<file path="src/cia_defines.vh">
// register map, field positions and reset values of the interrupt aggregator
`ifndef CIA_DEFINES_VH
`define CIA_DEFINES_VH
`define CIA_ADDR_W 12
`define CIA_REG_DRC_CFG 12'h540
`define CIA_REG_FLAG1 12'h730
`define CIA_REG_FLAG2 12'h731
`define CIA_REG_RAW2 12'h732
`define CIA_REG_MASK1 12'h738
`define CIA_REG_MASK2 12'h739
`define CIA_REG_CTRL 12'h740
`define CIA_REG_DEBOUNCE 12'h748
`define CIA_REG_GPIO_SEL 12'h741
`define CIA_DRC_RMS_HI 15
`define CIA_DRC_RMS_LO 11
`define CIA_DRC_PK_HI 10
`define CIA_DRC_PK_LO 9
`define CIA_DRC_MODE_BIT 7
`define CIA_DRC_ENA_BIT 6
`define CIA_DRC_CFG_RST 16'h0080
`define CIA_DRC_CFG_MASK 16'hFEC0
`define CIA_FLAG1_MASK 16'h07A1
`define CIA_FLAG2_MASK 16'hDBE3
`define CIA_MASK_RST 16'hFFFF
`define CIA_CTRL_GMASK_BIT 0
`define CIA_DB_SHUT_BIT 0
`define CIA_DB_WARN_BIT 1
`define CIA_GPIO_FN_IRQ 2'h1
`define CIA_GPIO_FN_FIFO 2'h2
`define CIA_DB_TIME_US 4
`define CIA_CLK_MHZ 25
`define CIA_DB_CYCLES (`CIA_DB_TIME_US * `CIA_CLK_MHZ)
`endif

</file>
<file path="src/cia_edge_cell.v">
// one interrupt input: synchroniser, optional debounce, edge detect, sticky flag
`timescale 1ns/1ps
`default_nettype none
module cia_edge_cell #(
  parameter BOTH_EDGES = 1,
  parameter DB_CYCLES = 100
) (
  input wire ref_clk,
  input wire rstn,
  input wire src_async,
  input wire db_enable,
  input wire clear,
  output reg flag,
  output wire level
);
  // ===========================================
  // synchroniser and debounce
  reg sync_a;
  reg sync_b;
  reg stable;
  reg prev;
  reg [7:0] db_count;
  always @(posedge ref_clk or negedge rstn) begin
    if (!rstn) begin
      sync_a <= 1'b0;
      sync_b <= 1'b0;
    end else begin
      sync_a <= src_async;
      sync_b <= sync_a;
    end
  end
  // with debounce enabled, the filtered level only moves once the input has held for the full window; disabled, it follows sync_b
  always @(posedge ref_clk or negedge rstn) begin
    if (!rstn) begin
      stable <= 1'b0;
      db_count <= 8'h00;
    end else if (!db_enable || sync_b == stable) begin
      db_count <= 8'h00;
      if (!db_enable) begin
        stable <= sync_b;
      end
    end else if (db_count >= DB_CYCLES[7:0] - 8'h01) begin
      stable <= sync_b;
      db_count <= 8'h00;
    end else begin
      db_count <= db_count + 8'h01;
    end
  end
  assign level = stable;
  // ===========================================
  // edge detect and sticky flag
  wire rise = stable & ~prev;
  wire fall = ~stable & prev;
  wire hit = rise | ((BOTH_EDGES != 0) & fall);
  always @(posedge ref_clk or negedge rstn) begin
    if (!rstn) begin
      prev <= 1'b0;
      flag <= 1'b0;
    end else begin
      prev <= stable;
      if (hit) begin
        flag <= 1'b1;
      end else if (clear) begin
        flag <= 1'b0;
      end
    end
  end
endmodule // cia_edge_cell
`default_nettype wire

</file>
<file path="src/cia_irq_aggregator.v">
// interrupt aggregator top: sources, flags, masks, request and activity detect config
`include "cia_defines.vh"
`timescale 1ns/1ps
`default_nettype none
module cia_irq_aggregator #(
  parameter NUM_GPIO = 5,
  parameter DB_CYCLES = `CIA_DB_CYCLES
) (
  input wire ref_clk,
  input wire rstn,
  input wire [`CIA_ADDR_W-1:0] reg_addr,
  input wire [15:0] reg_wdata,
  input wire reg_wr,
  input wire reg_rd,
  output reg [15:0] reg_rdata,
  input wire [NUM_GPIO-1:0] gpio_in,
  input wire jack_detect,
  input wire temp_warn,
  input wire temp_shut,
  input wire dc_servo_done,
  input wire fll1_lock,
  input wire fll2_lock,
  input wire src1_lock,
  input wire src2_lock,
  input wire mic_detect,
  input wire aif1_activity,
  input wire aif2_activity,
  input wire fifo_underflow,
  input wire fifo_overflow,
  output reg irq_out,
  output reg fifo_error,
  output reg gpio_fn_out,
  output reg activity_detect_enable,
  output reg activity_threshold_mode,
  output reg [4:0] activity_rms_threshold,
  output reg [1:0] activity_crest_threshold
);
  // ===========================================
  // source list: bit index in flag word 1 (gpio, jack) and word 2
  localparam NSRC = 17;
  // flag word 1 bits 0,5,7..10 ; word 2 bits 0,1,5..9,11,12,14,15
  // cell index of each source, lowest first as packed into src_in
  localparam S_GP0 = 0;
  localparam S_GP1 = 1;
  localparam S_GP2 = 2;
  localparam S_GP3 = 3;
  localparam S_GP4 = 4;
  localparam S_JACK = 5;
  localparam S_DCS = 6;
  localparam S_FIFO = 7;
  localparam S_ACT2 = 8;
  localparam S_ACT1 = 9;
  localparam S_SRC2 = 10;
  localparam S_SRC1 = 11;
  localparam S_FLL2 = 12;
  localparam S_FLL1 = 13;
  localparam S_MIC = 14;
  localparam S_SHUT = 15;
  localparam S_WARN = 16;
  // rising-only: dc servo, fifo, both activity detects, mic
  localparam [NSRC-1:0] RISE_ONLY = 17'h043C0;
  wire [NSRC-1:0] src_in;
  wire [NSRC-1:0] src_flag;
  wire [NSRC-1:0] src_level;
  wire [NSRC-1:0] src_clear;
  wire [NSRC-1:0] src_db;
  reg [15:0] mask1;
  reg [15:0] mask2;
  reg global_request_mask;
  reg [1:0] db_sel;
  reg [1:0] gpio_sel;
  reg [1:0] fifo_sync;
  reg fifo_err_sync;
  wire wr_flag1 = reg_wr && reg_addr == `CIA_REG_FLAG1;
  wire wr_flag2 = reg_wr && reg_addr == `CIA_REG_FLAG2;

  // ===========================================
  // FIFO error: rate mismatch seen as either side slipping
  always @(posedge ref_clk or negedge rstn) begin
    if (!rstn) begin
      fifo_sync <= 2'h0;
      fifo_err_sync <= 1'b0;
      fifo_error <= 1'b0;
    end else begin
      fifo_sync[0] <= fifo_underflow | fifo_overflow;
      fifo_sync[1] <= fifo_sync[0];
      fifo_err_sync <= fifo_sync[1];
      fifo_error <= fifo_sync[1];
    end
  end

  // ===========================================
  // map each source to its input, flag bit and debounce control
  assign src_in = {temp_warn, temp_shut, mic_detect, fll1_lock, fll2_lock,
                   src1_lock, src2_lock, aif1_activity, aif2_activity,
                   fifo_err_sync, dc_servo_done, jack_detect, gpio_in};
  // the fifo source already passed three flops above; resyncing costs only latency
  assign src_clear = {wr_flag2 & reg_wdata[15], wr_flag2 & reg_wdata[0],
                      wr_flag2 & reg_wdata[1], wr_flag2 & reg_wdata[5],
                      wr_flag2 & reg_wdata[6], wr_flag2 & reg_wdata[7],
                      wr_flag2 & reg_wdata[8], wr_flag2 & reg_wdata[9],
                      wr_flag2 & reg_wdata[11], wr_flag2 & reg_wdata[12],
                      wr_flag2 & reg_wdata[14], wr_flag1 & reg_wdata[5],
                      wr_flag1 & reg_wdata[10], wr_flag1 & reg_wdata[9],
                      wr_flag1 & reg_wdata[8], wr_flag1 & reg_wdata[7],
                      wr_flag1 & reg_wdata[0]};
  assign src_db = {db_sel[`CIA_DB_WARN_BIT], db_sel[`CIA_DB_SHUT_BIT],
                   {(NSRC-2){1'b0}}};

  // edge choice per cell comes from the rising-only mask above
  genvar gi;
  generate
    for (gi = 0; gi < NSRC; gi = gi + 1) begin : g_src
      cia_edge_cell #(
        .BOTH_EDGES(RISE_ONLY[gi] ? 0 : 1),
        .DB_CYCLES(DB_CYCLES)
      ) u_cell (
        .ref_clk(ref_clk),
        .rstn(rstn),
        .src_async(src_in[gi]),
        .db_enable(src_db[gi]),
        .clear(src_clear[gi]),
        .flag(src_flag[gi]),
        .level(src_level[gi])
      );
    end
  endgenerate

  // ===========================================
  // flag words as seen by software
  wire [15:0] flag1 = {5'h00,
                       src_flag[S_GP4],
                       src_flag[S_GP3],
                       src_flag[S_GP2],
                       src_flag[S_GP1],
                       1'b0,
                       src_flag[S_JACK],
                       4'h0,
                       src_flag[S_GP0]};
  wire [15:0] flag2 = {src_flag[S_WARN],
                       src_flag[S_DCS],
                       1'b0,
                       src_flag[S_FIFO],
                       src_flag[S_ACT2],
                       1'b0,
                       src_flag[S_ACT1],
                       src_flag[S_SRC2],
                       src_flag[S_SRC1],
                       src_flag[S_FLL2],
                       src_flag[S_FLL1],
                       3'h0,
                       src_flag[S_MIC],
                       src_flag[S_SHUT]};
  // raw levels are the filtered ones, so they agree with what set the flag
  wire [15:0] raw2 = {src_level[S_WARN],
                      src_level[S_DCS],
                      1'b0,
                      src_level[S_FIFO],
                      src_level[S_ACT2],
                      1'b0,
                      src_level[S_ACT1],
                      src_level[S_SRC2],
                      src_level[S_SRC1],
                      src_level[S_FLL2],
                      src_level[S_FLL1],
                      3'h0,
                      src_level[S_MIC],
                      1'b0};
  wire pending = |(flag1 & ~mask1) | |(flag2 & ~mask2);
  wire [15:0] drc_cfg = {activity_rms_threshold, activity_crest_threshold, 1'b0,
                         activity_threshold_mode, activity_detect_enable, 6'h00};

  // ===========================================
  // register writes
  always @(posedge ref_clk or negedge rstn) begin
    if (!rstn) begin
      mask1 <= `CIA_MASK_RST;
      mask2 <= `CIA_MASK_RST;
      global_request_mask <= 1'b0;
      db_sel <= 2'h0;
      gpio_sel <= 2'h0;
      activity_rms_threshold <= 5'h00;
      activity_crest_threshold <= 2'h0;
      activity_threshold_mode <= 1'b1;
      activity_detect_enable <= 1'b0;
    end else if (reg_wr) begin
      case (reg_addr)
        `CIA_REG_MASK1: mask1 <= reg_wdata & `CIA_FLAG1_MASK;
        `CIA_REG_MASK2: mask2 <= reg_wdata & `CIA_FLAG2_MASK;
        `CIA_REG_CTRL: global_request_mask <= reg_wdata[`CIA_CTRL_GMASK_BIT];
        `CIA_REG_DEBOUNCE: db_sel <= reg_wdata[1:0];
        `CIA_REG_GPIO_SEL: gpio_sel <= reg_wdata[1:0];
        `CIA_REG_DRC_CFG: begin
          activity_rms_threshold <= reg_wdata[`CIA_DRC_RMS_HI:`CIA_DRC_RMS_LO];
          activity_crest_threshold <= reg_wdata[`CIA_DRC_PK_HI:`CIA_DRC_PK_LO];
          activity_threshold_mode <= reg_wdata[`CIA_DRC_MODE_BIT];
          activity_detect_enable <= reg_wdata[`CIA_DRC_ENA_BIT];
        end
        default: begin
        end
      endcase
    end
  end

  // ===========================================
  // read data one cycle after the strobe; unmapped reads zero
  always @(posedge ref_clk or negedge rstn) begin
    if (!rstn) begin
      reg_rdata <= 16'h0000;
    end else if (reg_rd) begin
      case (reg_addr)
        `CIA_REG_FLAG1: reg_rdata <= flag1;
        `CIA_REG_FLAG2: reg_rdata <= flag2;
        `CIA_REG_RAW2: reg_rdata <= raw2;
        `CIA_REG_MASK1: reg_rdata <= mask1;
        `CIA_REG_MASK2: reg_rdata <= mask2;
        `CIA_REG_CTRL: reg_rdata <= {15'h0000, global_request_mask};
        `CIA_REG_DEBOUNCE: reg_rdata <= {14'h0000, db_sel};
        `CIA_REG_GPIO_SEL: reg_rdata <= {14'h0000, gpio_sel};
        `CIA_REG_DRC_CFG: reg_rdata <= drc_cfg;
        default: reg_rdata <= 16'h0000;
      endcase
    end else begin
      reg_rdata <= 16'h0000;
    end
  end

  // ===========================================
  // request line and GPIO function select
  always @(posedge ref_clk or negedge rstn) begin
    if (!rstn) begin
      irq_out <= 1'b0;
      gpio_fn_out <= 1'b0;
    end else begin
      irq_out <= pending & ~global_request_mask;
      case (gpio_sel)
        `CIA_GPIO_FN_IRQ: gpio_fn_out <= pending & ~global_request_mask;
        `CIA_GPIO_FN_FIFO: gpio_fn_out <= fifo_sync[1];
        default: gpio_fn_out <= 1'b0;
      endcase
    end
  end
endmodule // cia_irq_aggregator
`default_nettype wire

</file>
<file path="config.mk">
export PLATFORM = sky130hd
export DESIGN_NAME = cia_irq_aggregator
export DESIGN_NICKNAME = d
export VERILOG_FILES = /design/src/cia_edge_cell.v /design/src/cia_irq_aggregator.v
export VERILOG_INCLUDE_DIRS = /design/src
export SDC_FILE = /design/constraint.sdc
export NUM_CORES = 1
export LEC_CHECK = 0
export ABC_AREA = 1
export BUFFER_PORTS_ARGS = -buffer_cell sky130_fd_sc_hd__buf_4
export CAP_MARGIN = 10
export CORE_UTILIZATION = 61
export CTS_CLUSTER_DIAMETER = 30
export DETAILED_ROUTE_END_ITERATION = 8
export GPL_TIMING_DRIVEN = 0
export HOLD_SLACK_MARGIN = 0.05
export PLACE_DENSITY = 0.84
export SLEW_MARGIN = 15
export SYNTH_ARGS = -nofsm -noshare
export SYNTH_HDL_FRONTEND = slang
export SYNTH_SLANG_ARGS = --single-unit
</file>
<file path="constraint.sdc">
create_clock -name ref_clk -period 2.3 [get_ports ref_clk]
set_clock_uncertainty 0.1 [all_clocks]
set_input_delay 0.46 -clock ref_clk [delete_from_list [all_inputs] [get_ports ref_clk]]
set_output_delay 0.46 -clock ref_clk [all_outputs]
set_load 0.05 [all_outputs]
</file>
==> metrics.txt <==
status=finished, final reports clean; Root Buffer=clkbuf_8; grt ovf=0; complex-gate fraction of the synthesized area=7.444%; ranking of synthesized cells by area=dfrtp_1, dfstp_2, nand2_1; clock buffer depth=2; XOR/XNOR Fraction of Synth Area=under 10%; WL/cell=16.55 µm; io pins=78; drt pass-1 iters=5; Critical Path End Type=primary output; worst hold path type=input port to flop; Synth async-reset ratio=100.0%; Ys Warns=0; syn avg cell area=10.20 µm²; most area-hungry cell type in the Yosys netlist=dfrtp_1; Achievable Freq=546.0 MHz; Primary FF master, synth=dfrtp_1; Max stage delay cell, worst path=dfstp_2; crit-path leading delay family=flip-flops; synthesized instance count=590; global-route wire length before repair=roughly 22 mm; core area=around 9400 µm²; initial antenna violation count=0; worst setup path class=flop to primary output; post-synthesis mux area share=0%; H-tree Lvls=4; pwr dens=765.6 nW/µm²; Critical Path, Cell by Cell=buf_4; IO Port Bufs=73; vias in the first global route=~4,700; post-synth top area share=a little under three fifths; row cnt=35; height of the die=101.3 µm; dpl hpwl=8.798 mm; CP Data Required Time=~1.7 ns; # Post-CTS Setup Buffers=0; antenna viol nets, final=0; Via-to-Cell Ratio=5.505; GRT Overall Usage=29.94%; clock-pin slew on the worst setup and hold paths=0.07 ns; filler instances=570; maximum vdd drop=0.0004914 V; drt total wl=roughly 14 mm; RSZ-0062 raised after global routing=no; library cells used by synthesis=33; Synth-to-Final Area Change=25.43%; Max stage delay on crit path=approximately 0.55 ns; Simple-Gate Fraction of Synth Area=20.30%; Starting DRT DRC Count=270; CTS tree=built; Worst Hold Margin=~0.084 ns; Die ar.=10,260 µm²; post_cts resized=0; setup TNS=0 ns; crit-path max FO=3; critical path startpoint category=flop; Final Net Count=757; share of layout cells above drive strength 1=between 20% and 30%; placed inst area=6765 µm²; Die X=101.3 µm; EDFF count, synth=0; Synth Area in Adders=0.8318%; Cell Area, Synth=6017 µm²; Tmin final=1.832 ns; Antenna diodes=0; Initial Util=a little under two thirds; CP Data Arrival Time=1.27 ns; Skew-Pair Late Insertion Delay=0.53 ns; worst path bufs/invs=1; Max Cap Viol=0; drt drc=0; CTS buffer count=17; crit share post-route=79.64%; register area share after synthesis=64.05%; largest net degree at the start of global routing=98; RD Place Congestion=0.9158; combinational family with the most area after synthesis=simple AND/OR/NAND/NOR gates; final setup vio count=0; number of max-slew violations in the final report=0; final instance area=7547 µm²; Pleak=0.003544 µW; vias=roughly 4,700; synthesized flop and latch total=153; endpoints failing hold=0; clock sink total=153
cells by family after synthesis:
logic type | Yosys count
compound gates | 85
xor+xnor | 12
fa+ha+maj | 4
buf+inv | 79
flops | 153
other cells | 1
simple gates | 256
where the power goes:
group	internal, µW	total, µW	switching, µW	leakage, µW
combinational	106	247	141	0.00148
sequential	2760	2800	35.6	0.00179
clock	1500	2730	1230	0.000278
cell type report:
| class | instances | area [µm²] | area share, % |
|---|---|---|---|
| inverter | 67 | 251.5 | 3.332 |
| timing repair buffer | 93 | 773.2 | 10.25 |
| clock buffer | 17 | 414.1 | 5.487 |
| multi-input combinational | 359 | 1832 | 24.27 |
| buffer | 12 | 83.83 | 1.111 |
| tap | 129 | 161.4 | 2.139 |
| clock inverter | 15 | 177.7 | 2.354 |
| sequential | 153 | 3854 | 51.06 |
cells in the mapped netlist, types with 3 or more instances:
cell / instances
inv_1: 60
buf_2: 7
nand3_2: 4
xnor2_1: 12
a31oi_1: 3
o211ai_1: 5
nor3b_1: 4
o21ai_0: 24
buf_6: 3
nand4_1: 14
nor2_2: 13
nor2_1: 43
inv_2: 7
dfrtp_1: 133
ha_1: 4
a21oi_1: 11
dfstp_2: 20
nor3_1: 3
nand2_2: 5
nand2_1: 124
nand3_1: 33
o21ai_1: 40
nor2_4: 4
path summary, 6_finish.rpt:
path,startpoint,endpoint,slack (ns),cells after the start
setup / recovery,activity_threshold_mode$_DFFE_PN1P_,activity_threshold_mode,0.47,1
hold / removal,reg_wdata[13],activity_rms_threshold[2]$_DFFE_PN0P_,0.08,3
setup reg to reg,g_src[16].u_cell.db_count[0]$_DFF_PN0_,g_src[16].u_cell.db_count[2]$_DFF_PN0_,0.63,6
hold reg to reg,g_src[14].u_cell.sync_b$_DFF_PN0_,g_src[14].u_cell.level$_DFF_PN0_,0.25,0
max in group asynchronous,rstn,mask2[1]$_DFFE_PN1P_,0.96,3
min in group asynchronous,rstn,g_src[9].u_cell.level$_DFF_PN0_,0.33,2
repair_timing:
item	in CTS	in global routing
hold buffers	19	0
hold endpoints to repair	69	0
setup endpoints to repair	0	0
metal layers:
layer	global-route usage [%]	share of wire, %	vias up
li1	-	-	2123
met1	34.89	38	2235
met2	50.29	50	236
met3	7.384	7.8	58
met4	18.51	4.7	0
met5	0	0	-
placed cells by master (no fill, tap or decap), drive strengths merged:
cell type / count
o21ai: 64
dlygate4sd3: 19
and3: 2
xnor2: 12
dfstp: 20
bufinv: 1
clkinvlp: 4
or2: 2
o211ai: 5
dfrtp: 133
buf: 86
inv: 75
nor2: 62
and2: 1
a21oi: 12
nor3: 4
ha: 4
conb: 2
nand3: 37
clkinv: 2
nor3b: 4
clkbuf: 17
a31oi: 3
a21boi: 1
nand4: 14
nand2: 130
sequential cells by signal, summed over array words and instances, names as in the netlist, 7 cells and up:
name / cells
g_src.u_cell.db_count: 16
g_src.u_cell.sync_b: 17
mask2: 12
g_src.u_cell.prev: 17
g_src.u_cell.sync_a: 17
mask1: 7
reg_rdata: 14
g_src.u_cell.flag: 17
g_src.u_cell.level: 17
metrics by stage:
stage / setup WS, ns / std cells / total power, µW / utilization [%]
after floorplan: 0.6667 / 591 / 2911 / -
after global placement: 0.06244 / 793 / 3044 / 71.48
after detailed placement: 0.09470 / 794 / 3065 / 71.85
after CTS: 0.4510 / 845 / 5794 / 80.16
after global routing: 0.4377 / 845 / 5940 / 80.16
final: 0.4683 / 845 / 5778 / 80.16
(Power assumes the default switching activity.)
